<file path="src/irq_trap_pkg.sv">
/*
  Shared constants for the interrupt and trap controller: register offsets,
  reset values, interrupt level assignment and vector layout.
  Assumes a single system clock and the 16-bit constant data bus.
*/
package irq_trap_pkg;

  // sizes
  localparam int NUM_IRQ = 8;
  localparam int LVL_W   = 3;
  localparam int DATA_W  = 16;
  localparam int ADDR_W  = 3;
  localparam int BASE_W  = 8;
  localparam int VEC_W   = 12;

  // register offsets on the control pipeline port
  localparam logic [ADDR_W-1:0] ADDR_REQUEST = 3'h0;
  localparam logic [ADDR_W-1:0] ADDR_MASK    = 3'h1;
  localparam logic [ADDR_W-1:0] ADDR_INSERV  = 3'h2;
  localparam logic [ADDR_W-1:0] ADDR_BASE    = 3'h3;
  localparam logic [ADDR_W-1:0] ADDR_STATUS  = 3'h4;

  // reset values
  localparam logic [NUM_IRQ-1:0] REQUEST_RST = 8'h00;
  localparam logic [NUM_IRQ-1:0] MASK_RST    = 8'h00;
  localparam logic [NUM_IRQ-1:0] INSERV_RST  = 8'h00;
  localparam logic [BASE_W-1:0]  BASE_RST    = 8'h00;

  // interrupt levels, higher number wins
  localparam logic [LVL_W-1:0] LVL_DBUS_PARITY = 3'h7;
  localparam logic [LVL_W-1:0] LVL_MULT_PARITY = 3'h6;
  localparam logic [LVL_W-1:0] LVL_ALU_PARITY  = 3'h5;
  localparam logic [LVL_W-1:0] LVL_FLOAT       = 3'h4;
  localparam logic [LVL_W-1:0] LVL_STACK       = 3'h3;
  localparam logic [LVL_W-1:0] LVL_HOST        = 3'h2;
  localparam logic [LVL_W-1:0] LVL_SOFT1       = 3'h1;
  localparam logic [LVL_W-1:0] LVL_SOFT0       = 3'h0;

  // vector layout: base | trap flag | level
  localparam int VEC_TRAP_BIT = 3;
  localparam int VEC_BASE_LSB = 4;

  // status register bit positions
  localparam int STAT_MREQ_BIT = 4;
  localparam int STAT_IRQ_BIT  = 5;
  localparam int STAT_TRAP_BIT = 6;

endpackage

</file>
<file path="src/request_bit.sv">
/*
  One latched interrupt request bit.
  Assumes set, write and clear come from logic on the same clock.
*/
`timescale 1ns/1ps
module request_bit (
  // clock and reset
  input  wire logic clk,
  input  wire logic rst,
  input  wire logic ce,
  // controls
  input  wire logic set,
  input  wire logic wr_en,
  input  wire logic wr_val,
  input  wire logic clr,
  // state
  output logic      q
);

  // a source event wins over a software write and over the acknowledge clear
  always_ff @(posedge clk or posedge rst) begin
    if (rst) begin
      q <= 1'b0;
    end else if (ce) begin
      if (set) begin
        q <= 1'b1;
      end else if (wr_en) begin
        q <= wr_val;
      end else if (clr) begin
        q <= 1'b0;
      end
    end
  end

endmodule

</file>
<file path="src/irq_trap_ctrl.sv">
/*
  Interrupt and trap controller for a microprogrammed processor: eight
  latched, masked, prioritised requests, a breakpoint trap path and the
  vector driven onto the control-store address on acknowledge.
  Assumes the sequencer answers its request with an active-low acknowledge
  on the same clock, and the control pipeline drives the register port.
*/
// Decided for this implementation: the register addresses and the plain strobed port.
`timescale 1ns/1ps
module irq_trap_ctrl
  import irq_trap_pkg::*;
(
  // clock, reset, clock enable
  input  wire logic              clk,
  input  wire logic              rst,
  input  wire logic              ce,
  // hardware interrupt sources, active low, same clock
  input  wire logic              dbus_parity_err_n,
  input  wire logic              mult_parity_err_n,
  input  wire logic              alu_parity_err_n,
  input  wire logic              stack_nearly_full_n,
  // float unit status flags, active high, same clock
  input  wire logic              float_unit_overflow,
  input  wire logic              float_unit_underflow,
  input  wire logic              float_unit_invalid,
  // host bus interrupt, active low, asynchronous
  input  wire logic              host_irq_n,
  // control pipeline register port
  input  wire logic              ic_select,
  input  wire logic [ADDR_W-1:0] reg_addr,
  input  wire logic [DATA_W-1:0] reg_wdata,
  input  wire logic              reg_wr,
  input  wire logic              reg_rd,
  output logic      [DATA_W-1:0] reg_rdata,
  input  wire logic              pipe_force_continue,
  // sequencer
  input  wire logic              breakpoint_match,
  input  wire logic              sequencer_acknowledge_n,
  output logic                   sequencer_irq_in_n,
  output logic      [VEC_W-1:0]  vec_out,
  output logic                   vec_oe_n,
  output logic                   force_continue,
  output logic                   carry_in_n,
  output logic                   trap_abort,
  output logic                   cascade_block_out,
  output logic                   masked_request_out_n
);

  // state
  logic               host_meta;
  logic               host_sync;
  logic [NUM_IRQ-1:0] request;
  logic [NUM_IRQ-1:0] mask;
  logic [NUM_IRQ-1:0] in_service;
  logic [BASE_W-1:0]  base;
  logic               masked_req;
  logic [LVL_W-1:0]   lvl_q;
  logic               irq_ff;
  logic               trap_req;

  // highest set bit of a request vector
  function automatic logic [LVL_W-1:0] top_level(input logic [NUM_IRQ-1:0] v);
    logic [LVL_W-1:0] r;
    r = LVL_SOFT0;
    for (int i = 0; i < NUM_IRQ; i++) begin
      if (v[i]) begin
        r = LVL_W'(i);
      end
    end
    return r;
  endfunction

  // host line crosses in through two flip-flops
  always_ff @(posedge clk or posedge rst) begin
    if (rst) begin
      host_meta <= 1'b1;
      host_sync <= 1'b1;
    end else if (ce) begin
      host_meta <= host_irq_n;
      host_sync <= host_meta;
    end
  end

  // source map: parity on the top three levels, float, stack, host, software
  wire float_any = float_unit_overflow | float_unit_underflow
                 | float_unit_invalid;
  wire [NUM_IRQ-1:0] src_active;
  assign src_active[LVL_DBUS_PARITY] = ~dbus_parity_err_n;
  assign src_active[LVL_MULT_PARITY] = ~mult_parity_err_n;
  assign src_active[LVL_ALU_PARITY]  = ~alu_parity_err_n;
  assign src_active[LVL_FLOAT]       = float_any;
  assign src_active[LVL_STACK]       = ~stack_nearly_full_n;
  assign src_active[LVL_HOST]        = ~host_sync;
  assign src_active[LVL_SOFT1]       = 1'b0;
  assign src_active[LVL_SOFT0]       = 1'b0;

  // register port decode, select and strobes from the pipeline
  wire wr_hit  = ic_select & reg_wr;
  wire rd_hit  = ic_select & reg_rd;
  wire wr_req  = wr_hit & (reg_addr == ADDR_REQUEST);
  wire wr_mask = wr_hit & (reg_addr == ADDR_MASK);
  wire wr_isr  = wr_hit & (reg_addr == ADDR_INSERV);
  wire wr_base = wr_hit & (reg_addr == ADDR_BASE);

  // acknowledge decode: a trap outranks any interrupt in the same cycle
  wire ack     = ~sequencer_acknowledge_n;
  wire ack_int = ack & irq_ff & ~trap_req;

  // one held request bit per level
  genvar g;
  generate
    for (g = 0; g < NUM_IRQ; g++) begin : g_req
      request_bit u_bit (
        .clk    (clk),
        .rst    (rst),
        .ce     (ce),
        .set    (src_active[g]),
        .wr_en  (wr_req),
        .wr_val (reg_wdata[g]),
        .clr    (ack_int && (lvl_q == LVL_W'(g))),
        .q      (request[g])
      );
    end
  endgenerate

  // masking and priority against the in-service level
  wire [NUM_IRQ-1:0] pend    = request & mask;
  wire [LVL_W-1:0]   pend_lvl = top_level(pend);
  wire [LVL_W-1:0]   isr_lvl  = top_level(in_service);
  wire               allowed  = (|pend)
                              && (!(|in_service) || (pend_lvl > isr_lvl));

  // mask, in-service and base registers
  always_ff @(posedge clk or posedge rst) begin
    if (rst) begin
      mask       <= MASK_RST;
      in_service <= INSERV_RST;
      base       <= BASE_RST;
    end else if (ce) begin
      if (wr_mask) begin
        mask <= reg_wdata[NUM_IRQ-1:0];
      end
      if (ack_int) begin
        in_service[lvl_q] <= 1'b1;
      end else if (wr_isr) begin
        in_service <= reg_wdata[NUM_IRQ-1:0];
      end
      if (wr_base) begin
        base <= reg_wdata[BASE_W-1:0];
      end
    end
  end

  // masked request and its level, blocked while a trap cascades
  always_ff @(posedge clk or posedge rst) begin
    if (rst) begin
      masked_req <= 1'b0;
      lvl_q      <= LVL_SOFT0;
    end else if (ce) begin
      masked_req <= allowed & ~cascade_block_out & ~ack_int;
      lvl_q      <= ack_int ? lvl_q : pend_lvl;
    end
  end

  // delay flip-flop towards the sequencer; it drops on acknowledge
  always_ff @(posedge clk or posedge rst) begin
    if (rst) begin
      irq_ff <= 1'b0;
    end else if (ce) begin
      irq_ff <= masked_req & ~ack_int;
    end
  end

  // breakpoint seen at fetch becomes a trap in the following cycle
  always_ff @(posedge clk or posedge rst) begin
    if (rst) begin
      trap_req <= 1'b0;
    end else if (ce) begin
      trap_req <= breakpoint_match;
    end
  end

  // read data, standing in the cycle after the read strobe
  wire [DATA_W-1:0] status_word = DATA_W'({trap_req, irq_ff, masked_req,
                                           1'b0, lvl_q});
  wire [DATA_W-1:0] rd_mux =
      (reg_addr == ADDR_REQUEST) ? DATA_W'(request)    :
      (reg_addr == ADDR_MASK)    ? DATA_W'(mask)       :
      (reg_addr == ADDR_INSERV)  ? DATA_W'(in_service) :
      (reg_addr == ADDR_BASE)    ? DATA_W'(base)       :
      (reg_addr == ADDR_STATUS)  ? status_word         : 16'h0000;

  always_ff @(posedge clk or posedge rst) begin
    if (rst) begin
      reg_rdata <= 16'h0000;
    end else if (ce) begin
      reg_rdata <= rd_hit ? rd_mux : 16'h0000;
    end
  end

  // sequencer request: registered interrupt ORed with the registered trap
  assign sequencer_irq_in_n   = ~(irq_ff | trap_req);
  assign masked_request_out_n = ~masked_req;

  // trap side: freeze the sequencer, hold the address, abort the cycle
  assign force_continue    = trap_req | pipe_force_continue;
  assign carry_in_n        = trap_req | rst;
  assign trap_abort        = trap_req;
  assign cascade_block_out = trap_req;

  // vector gated onto the control-store address by the acknowledge
  assign vec_oe_n = sequencer_acknowledge_n;
  assign vec_out  = {base, trap_req,
                     trap_req ? LVL_SOFT0 : lvl_q};
endmodule

</file>
<file path="config.mk">
export PLATFORM = sky130hd
export DESIGN_NAME = irq_trap_ctrl
export DESIGN_NICKNAME = d
export VERILOG_FILES = /design/src/irq_trap_pkg.sv /design/src/request_bit.sv /design/src/irq_trap_ctrl.sv
export SDC_FILE = /design/constraint.sdc
export NUM_CORES = 1
export LEC_CHECK = 0
export BUFFER_PORTS_ARGS = -buffer_cell sky130_fd_sc_hd__buf_2
export CAP_MARGIN = 30
export CORE_ASPECT_RATIO = 0.75
export CORE_MARGIN = 1.5
export CORE_UTILIZATION = 45
export DETAILED_ROUTE_END_ITERATION = 7
export PLACE_DENSITY = 0.68
export SLEW_MARGIN = 15
export SYNTH_ARGS = -nofsm -noshare
export SYNTH_HDL_FRONTEND = slang
export SYNTH_SLANG_ARGS = --single-unit
export TNS_END_PERCENT = 20
</file>
<file path="constraint.sdc">
create_clock -name clk -period 2.2 [get_ports clk]
set_clock_uncertainty 0.1 [all_clocks]
set_input_delay 0.44 -clock clk [delete_from_list [all_inputs] [get_ports clk]]
set_output_delay 0.44 -clock clk [all_outputs]
set_load 0.05 [all_outputs]
</file>
## Yosys cells after proc, flatten, opt, wreduce, memory -nomap -nowiden

Cells that the tools add are included.
W data, S select, Z words.

| operators by class | value |
|---|---|
| add/subtract/negate cells | 0 |
| $mul | 0 |
| div/mod/pow operators | 0 |
| order comparisons | 3 |
| equal/unequal tests | 16 |
| shift-type cells | 0 |
| mux-type cells | 47 |
| bitwise gates (word level) | 23 |
| reduce and logical (&&, ||, !) cells | 32 |

Operators by type and width:

| cell | count |
|---|---|
| $mux W8 | 7 |
| $mux W3 | 13 |
| $mux W1 | 25 |
| $reduce_and A2 Y1 | 12 |
| $reduce_or A8 Y1 | 2 |
| $eq A3 B3 Y1 const B | 5 |
| $ne A3 B1 Y1 const B | 5 |
| $eq A3 B2 Y1 const B | 4 |
| $and A1 B1 Y1 | 11 |
| $logic_and A1 B1 Y1 | 10 |
| $and A8 B8 Y8 | 1 |
| $or A8 B8 Y8 | 1 |
| $mux W7 | 1 |
| $eq A3 B1 Y1 const B | 2 |
| $logic_not A3 Y1 | 2 |
| $reduce_bool A2 Y1 | 3 |
| $not A1 Y1 | 5 |
| $or A1 B1 Y1 | 5 |
| $lt A3 B4 Y1 const B | 1 |
| $demux W1 S3 | 1 |
| $ge A3 B1 Y1 const B | 1 |
| $gt A3 B3 Y1 | 1 |
| $reduce_bool A3 Y1 | 1 |
| $logic_not A1 Y1 | 1 |
| $logic_or A1 B1 Y1 | 1 |

| word-level totals | value |
|---|---|
| register bits after elaboration | 56 |
| bits in latches | 0 |
| RAM bits | 0 |
| ROM bits | 0 |
| bits of input ports | 36 |
| output and inout port bits | 35 |
| logic and storage cells | 139 |
| memories kept | 0 |

## Depth between registers and ports, before layout

Gate-level depths: netlist of run 1.

| depth | value |
|---|---|
| word-level depth | 13 |
| gate-level depth with buffers | 9 |
| mapped depth without buffers | 9 |

## Cells and area by module

Synthesis of run 1 repeated with hierarchy kept, for this count alone.

| second synthesis, totals | value |
|---|---|
| cell total of the unflattened synthesis | 296 |
| area total of the unflattened synthesis | 2,811.4 µm² |

By module, submodules not included:

| module | times used | cells an instance | area each (µm²) | sequential area each (µm²) |
|---|---|---|---|---|
| irq_trap_ctrl | 1 | 256 | 2,411.1 | 1,003.5 |
| request_bit | 8 | 5 | 50.0 | 25.0 |

## Least setup slack after synthesis of run 1

Ideal clock, no wire load.

| timing | value |
|---|---|
| kind | reg2out |
| start | register trap_req, in the netlist cascade_block_out |
| end | output vec_out[0] |
| data arrival time | 1.548 ns |
| required time | 1.660 ns |
| slack | 0.112 ns |
| stages on the path, launching flop included | 3 |
| buffers on the path | 1 |
| path through | dfrtp_1 clkbuf_1 nor2b_1 |

| on the way | value |
|---|---|
| cells in the longest elaborated chain, start to end | 1 |

Ends and longest elaborated chain:

| element | RTL line | source |
|---|---|---|
| from (decl) | irq_trap_ctrl.sv:59 | `logic trap_req;` |
| from (signal assigned) | irq_trap_ctrl.sv:179 | `trap_req <= breakpoint_match;` |
| $mux W3 | irq_trap_ctrl.sv:214 | `trap_req ? LVL_SOFT0 : lvl_q};` |
| to (decl) | irq_trap_ctrl.sv:40 | `output logic [VEC_W-1:0] vec_out,` |

No other way between the ends.

## Worst setup path after layout of run 1

| timing | value |
|---|---|
| start | register mask[5] |
| end | register masked_req |

| on the way | value |
|---|---|
| cells in the longest elaborated chain, start to end | 9 |
| elaborated cells between the ends (all ways) | 10 |

Ends and longest elaborated chain:

| element | RTL line | source |
|---|---|---|
| from (decl) | irq_trap_ctrl.sv:53 | `logic [NUM_IRQ-1:0] mask;` |
| from (signal assigned) | irq_trap_ctrl.sv:141 | `mask <= reg_wdata[NUM_IRQ-1:0];` |
| $and A8 B8 Y8 | irq_trap_ctrl.sv:127 | `wire [NUM_IRQ-1:0] pend = request & mask;` |
| $mux W3 (3 in series) | irq_trap_ctrl.sv:66 | `if (v[i]) begin` |
| named net pend_lvl[1] | irq_trap_ctrl.sv:128 | `wire [LVL_W-1:0] pend_lvl = top_level(pend);` |
| $gt A3 B3 Y1 | irq_trap_ctrl.sv:131 | `&& (!(\|in_service) \|\| (pend_lvl > isr_lvl));` |
| $logic_or A1 B1 Y1 | irq_trap_ctrl.sv:131 |  |
| $logic_and A1 B1 Y1 | irq_trap_ctrl.sv:131 |  |
| $and A1 B1 Y1 (2 in series) | irq_trap_ctrl.sv:160 | `masked_req <= allowed & ~cascade_block_out & ~ack_int;` |
| to (signal assigned) | irq_trap_ctrl.sv:160 |  |
| to (decl) | irq_trap_ctrl.sv:56 | `logic masked_req;` |

The timed path passes the listed nets, and every way through them passes these cells.
A chain may end at the register's enable or synchronous reset.

==> results of run 1 <==
[cells in the mapped netlist, types with 2 or more instances]
cell type | instances | area (um^2)
a22oi_1 | 10 | 75.1
or2_2 | 4 | 25.0
nand3_1 | 6 | 30.0
nand2_1 | 22 | 82.6
o221ai_1 | 2 | 17.5
buf_2 | 5 | 25.0
o211ai_1 | 6 | 45.0
nor3_1 | 4 | 20.0
nor2_1 | 9 | 33.8
dfstp_2 | 2 | 52.6
or3_1 | 2 | 12.5
mux2i_1 | 2 | 20.0
a221o_1 | 2 | 20.0
o22a_1 | 8 | 70.1
clkbuf_1 | 7 | 26.3
buf_6 | 2 | 22.5
nor2b_1 | 5 | 31.3
mux2_2 | 28 | 315
a21oi_1 | 9 | 45.0
dfrtp_1 | 46 | 1150
inv_1 | 8 | 30.0
nand2b_1 | 4 | 25.0
o21ai_0 | 15 | 75.1
ha_1 | 3 | 37.5
and2_2 | 2 | 15.0
a32o_1 | 3 | 30.0
a222oi_1 | 6 | 60.1
buf_4 | 11 | 82.6
[power breakdown]
group / internal, W / total [W] / switching (W)
Sequential: 0.00109 / 0.00135 / 0.000261
Clock: 0.000257 / 0.000551 / 0.000293
Combinational: 0.000443 / 0.00112 / 0.000675
[timing repair]
action                                  CTS  global route
gates resized for setup                   0             2
setup buffers                             0             2
endpoints found under the setup margin    0             1
[logic make-up (layout without fill, tap and decap cells)]
logic type | count (synthesis) | count (layout) | share of synthesized area
buf+inv | 34 | 87 | 0.0720
compound gates | 69 | 69 | 0.191
fa+ha+maj | 3 | 3 | 0.0142
mux | 30 | 30 | 0.127
flops | 48 | 48 | 0.456
other cells | 1 | 8 | 0.00142
simple gates | 69 | 69 | 0.139
[layer usage]
layer	GRT usage	part of all wire	vias up
met3	0.0482	0.075	16
met4	0.0694	0.016	0
met2	0.319	0.44	109
li1	-	-	1045
met5	0	0	-
met1	0.344	0.47	1125
[worst max-delay path by stage]
stage	to	slack, ns	cells past startpoint
5_1_grt	masked_req	0.006	8
4_1_cts	masked_req	0.08	8
3_5_place_dp	masked_req	0.10	8
2_1_floorplan	vec_out[0]	0.11	2
6_report	masked_req	0.08	6
3_3_place_gp	reg_rdata[0]	0.16	5
[flip-flops by register name, summed over array words and instances (netlist names)]
register           cells
in_service             8
cascade_block_out      1
host_sync              1
base                   8
host_meta              1
irq_ff                 1
g_req.u_bit.q          8
mask                   8
masked_req             1
reg_rdata              8
lvl_q                  3
[layout make-up]
class / count / area, um^2
clock buffers: 8 / 90.1
multi-input cells: 179 / 1280
flip-flops and latches: 48 / 1200
inverters: 9 / 33.8
fillers: 505 / 2390
repair buffers: 70 / 403
well taps: 75 / 93.8
[worst reg2reg max path, stage by stage (launching register included)]
cell	delay, ns
dfrtp_1	0.43
a22o_1	0.27
o211ai_1	0.28
ha_1	0.30
a211oi_1	0.22
o21ai_0	0.16
a32o_1	0.25
[through the flow]
stage / setup slack, ns / power (W)
after floorplan: 0.112 / 0.00215
after global placement: 0.163 / 0.00242
after detailed placement: 0.105 / 0.00245
after CTS: 0.0753 / 0.00300
after global routing: 0.00605 / 0.00319
final: 0.0806 / 0.00302
==> run summary, run 1 <==
Endpoint class of the critical path: a register. The total area inside the core boundary comes to 5500 um^2. The tightest slew margin relative to the limit is 0.393. The effective utilization at floorplan was 0.480. Setup repair after global routing left no endpoint under its margin.

Measured along the x axis, the die boundary spans 91.4 um. The maximum operating frequency is 0.472 GHz. In this design, the largest share of critical-path delay is due to compound AO/OA/AOI/OAI gates. The share of the clock period used by the worst path is 0.963, and the minimum period implied by the final worst setup slack is 2.12 ns. After legalization and detailed placement, the total HPWL measured 5.32 mm.

In this run the worst path has a maximum fanout of 4. For this design, the CTS-stage hold fixing added 0 buffers. The critical path startpoint category is a register. The register bit count reported by yosys was 48; the number of antenna violations at the first check in global routing was 0.

The proportion of synthesized chip area in sequential cells was 0.456; the cell count after synthesis was 254. The critical path starts at mask[5]. Clock latency on the worst-skew pair, taken at its later pin, is 0.30 ns. TritonCTS built the clock tree.

The clock sink count was 48; the core occupancy in the finished layout was 0.565. Dividing the synthesized area by the synthesized cell count gives 10.4 um^2. The number of cells in the design after placement is 379.

VDD sags by at most 0.510 mV. The Yosys step of the flow raised 0 warnings. The logs give 0 ns for the total negative slack and 2.21 ns for the signal arrival time at the worst endpoint. For the total count of max-transition violations in the final report, the log shows 0. In this run, CTS created clock tree buffers numbering 5. The signed area change from the synthesized netlist to the final layout was 17.6%. The path class of the tightest hold or removal check is in -> async. The critical path start-end classification was reg -> reg. The run finished with clean final reports.

The number of different library cells used by synthesis comes to 49. After routing the design area is 3110 um^2. Leaving out fill and tap cells, the most frequent cells in the layout are buf_2, dfrtp_1, mux2_2. Counting both buffers and inverters, the worst setup path holds a total of 0.

The most used flip-flop cell after synthesis is dfrtp_1. The count of cells in the finished layout, fillers not included, comes to 389. Reg-to-reg critical path startpoint: mask[5]. In this run the cell area of the synthesized design comes to 2640 um^2.

The signal on the critical path passes through a22o_1, o211ai_1, ha_1, a211oi_1, o21ai_0, a32o_1. The floorplan step set the die height to 69.3 um. The setup check on the worst reg-to-reg path leaves a slack of 0.08 ns. The count of nets left with antenna violations once routing finished came out at 0. The H-tree was split into 2 levels. After detailed routing, the average wire length per cell comes to 18.0 um. The number of hold violations in the final report is 0, and the floorplan die area is 6340 um^2. The first-pass iteration count of the detailed router was 7; the minimum hold slack was 0.00680 ns. The share of flip-flops with an asynchronous set or reset came out at 1.00. At the pin with the least slew margin, the transition time is 0.902 ns. Number of global-route vias before repair: 2103. Setup violations remaining at the end of the flow were counted as 0.

Input and output buffers added on the ports amount to 54. The maximum cell stage delay along the critical path came out at 0.43 ns. The global-route congestion overflow total was 0.

For this design the static power due to leakage is 1.39 nW. The share of layout cells above drive strength 1 was 0.385. The register clock-pin slew on the reported worst setup and hold paths came out at 0.09 ns.

Counting flops with a built-in enable in the synthesized netlist gives 0. The routed layout has 2295 vias. For the number of standard-cell rows in the floorplan, the log shows 23. The detailed-route wire length is 7.01 mm, and the total I/O pin count is 71.

In this run the cell area measured after placement is 2990 um^2. After detailed routing, the number of vias per cell comes to 5.90. For this run, the post-layout net count is 352.

The worst-case reg-to-reg path depth came out at 6. Entering global routing, the biggest net connects 23 pins. The root buffer cell chosen for the clock tree is clkbuf_8.

The run gives 2.29 ns as the required time at the worst-slack endpoint. Leaving out fill and tap cells, the most frequent cell in the layout is buf_2. The first global-routing pass estimated 11.0 mm of wire. The number of antenna diodes in the final layout is 0. The combined global-route utilization of all metal layers was 0.226; the max-cap violation count was 0.

In this run the deepest clock path goes through 2 buffers. The total DRC errors in the routed layout came out at 0. The power density normalized to cell area was 972 nW/um^2.

The master of the slowest instance on the critical path was dfrtp_1. The DRC violation total after the first TritonRoute iteration is 188. The endpoint of the worst-slack reg-to-reg timing path is masked_req.

Routability-driven placement finished with a final weighted congestion of 0.934.
(Power assumes the default switching activity.)
==> run 2, diff against run 1 <==
--- a/config.mk
+++ b/config.mk
@@ -12,6 +12,7 @@
 export CORE_UTILIZATION = 45
 export DETAILED_ROUTE_END_ITERATION = 7
 export PLACE_DENSITY = 0.68
+export REMOVE_ABC_BUFFERS = 1
 export SLEW_MARGIN = 15
 export SYNTH_ARGS = -nofsm -noshare
 export SYNTH_HDL_FRONTEND = slang
==> run summary, run 2 (synthesis gave the netlist of run 1 again) <==
The flow ran to the end, and the final reports show no timing, DRC or antenna violations. The DRC violation total after the first TritonRoute iteration is 257 (+37%), and the post-layout net count is 347 (-1.4%). The run gives 0 (unchanged) as the total DRC errors in the routed layout.

The signed area change from the synthesized netlist to the final layout was 15.7%; the final weighted congestion in routability-driven placement was 0.900 (-3.6%). The count of instances resized after the clock tree is built is 0 (unchanged). The run gives 19 (-17%) as the pin count of the biggest net entering global routing.

The first-pass iteration count of the detailed router is 6 (-1), and the number of hold violations in the final report is 0 (unchanged). The run gives 0.543 mV (+6.6%) as the worst ir drop on vdd. The run gives 0 (unchanged) as the global-route congestion overflow total.

TritonCTS built the clock tree. The detailed-route wire length was 6.65 mm (-5.1%). Critical path start-end classification: reg -> reg. The count of input and output buffers is 54 (unchanged), and the share of layout cells above drive strength 1 is 0.369 (-0.0164). For the number of global-route vias before repair, the log shows 2166 (+3.0%).

The worst setup path is launched from a register. The commonest non-fill, non-tap cell in the layout is buf_2. Latest clock arrival within the worst-skew pair: 0.30 ns (about the same).

The average routed wire per standard cell was 17.3 um (-3.9%). The run gives 0 (unchanged) as the number of buffers inserted by post-CTS setup repair. Register clock-pin slew on the reported worst setup and hold paths: 0.08 ns (about the same).

The logs give 0 (unchanged) for the total count of max-transition violations in the final report and 48 (unchanged) for the clock sink count. The required time at the worst-slack endpoint was 2.29 ns (about the same). Number of antenna violations at the first check in global routing: 0 (unchanged). The combined global-route utilization of all metal layers came out at 0.224 (-0.00254). The minimum period implied by the final worst setup slack came out at 2.06 ns (-0.0610 ns). The via total after detailed routing is 2213 (-3.6%). Power density normalized to cell area: 969 nW/um^2 (-0.29%). The number of setup violations in the final report is 0 (unchanged), and the tightest slew margin relative to the limit is 0.539 (+0.145).

The share of the clock period used by the worst path came out at 0.936 (-0.0277). The worst setup path is captured at a register. The tools report the depth of the CTS H-tree as 2 (unchanged). The antenna cell count came out at 0 (unchanged).

The worst hold path belongs to the class in -> async. Floorplan die area: 6340 um^2 (unchanged). In the layout the commonest cells are buf_2, dfrtp_1, mux2_2.

The die width is 91.4 um (unchanged), and the count of antenna-violating nets left after detailed routing is 0 (unchanged). The largest driver fanout on the critical path works out to 4 (unchanged). The cts-stage hold buffer count is 0 (unchanged), and the max-cap violation count is 0 (unchanged). The via count normalized by instance count is 5.76 (-2.3%).

For the final cell count without fillers, the log shows 384 (-1.3%). The total negative slack was 0 ns (unchanged). The logs give 2.15 ns (-0.06 ns) for the signal arrival time at the worst endpoint and 0.486 GHz (+3.0%) for the maximum operating frequency. The transition time at the pin with the least slew margin came out at 0.686 ns (-0.216 ns).

The number of cells in the design after placement came out at 376 (-0.79%). The number of standard-cell rows in the floorplan is 23 (unchanged), and the height of the die is 69.3 um (unchanged). The cell sitting at the root of the clock tree is a clkbuf_8. The detailed placement HPWL came out at 5.34 mm (+0.41%).

For the total core area, the log shows 5500 um^2 (unchanged). The static leakage is 1.36 nW (-2.3%). The effective utilization at floorplan is 0.480 (unchanged), and the total I/O pin count is 71 (unchanged). The layout filler cell count was 510 (+0.99%); the total clock buffers created by CTS was 5 (unchanged). The number of buffers on the longest clock path was 2 (unchanged).

The run gives 11.0 mm (-0.75%) as the wire length of the first global-routing pass.
run 2: per-layer routing:
metal | vias up | share of wire | track usage
li1 | 1033 | - | -
met5 | - | 0 | 0
met3 | 7 | 0.064 | 0.0461
met1 | 1089 | 0.49 | 0.328
met2 | 84 | 0.44 | 0.333
met4 | 0 | 0.0096 | 0.0677
run 2: worst max-delay path: stages, from the launching register on:
cell and delay (ns):
dfrtp_1 0.40, nand2_1 0.13, a32o_1 0.30, a31oi_2 0.22, ha_1 0.19, inv_1 0.04, a211oi_1 0.22, o21ai_1 0.13
a32o_1 0.23
run 2: through the flow:
| step | util | hold WS, ns | power [W] | worst slack (ns) | area (um^2) |
|---|---|---|---|---|---|
| after floorplan | - | 0.379 | 0.00210 | -0.443 | 2510 |
| after global placement | 0.540 | 0.347 | 0.00242 | 0.182 | 2970 |
| after detailed placement | 0.540 | 0.346 | 0.00245 | 0.140 | 2970 |
| after CTS | 0.555 | 0.0224 | 0.00295 | 0.127 | 3050 |
| after global routing | 0.556 | 0.0421 | 0.00316 | -0.000299 | 3060 |
| final | 0.556 | 0.00995 | 0.00296 | 0.142 | 3060 |
run 2: worst paths after layout:
| kind | from | endpoint | slack [ns] | cells past startpoint |
|---|---|---|---|---|
| worst min-delay path | rst | lvl_q[2] | 0.01 | 2 |
| worst max register to register | g_req[6].u_bit.q | masked_req | 0.14 | 8 |
| max in group asynchronous | rst | host_meta | 1.39 | 3 |
| min in group clk | dbus_parity_err_n | g_req[7].u_bit.q | 0.23 | 2 |
| worst max-delay path | g_req[6].u_bit.q | masked_req | 0.14 | 8 |
| worst min register to register | base[0] | base[0] | 0.43 | 1 |
run 2: area by class of cell:
cell class              count  area [um^2]  share of cell area
well taps                  75         93.8              0.0307
inverters                   9         33.8              0.0111
clock buffers               8         80.1              0.0262
repair buffers             65          365               0.120
flip-flops and latches     48         1200               0.394
multi-input cells         179         1280               0.419
run 2: power breakdown:
group          switching (W)  internal [W]  leakage [nW]
registers           0.000253       0.00109         0.579
clock network       0.000274      0.000226        0.0395
logic               0.000688      0.000431         0.741
total                0.00122       0.00174          1.36
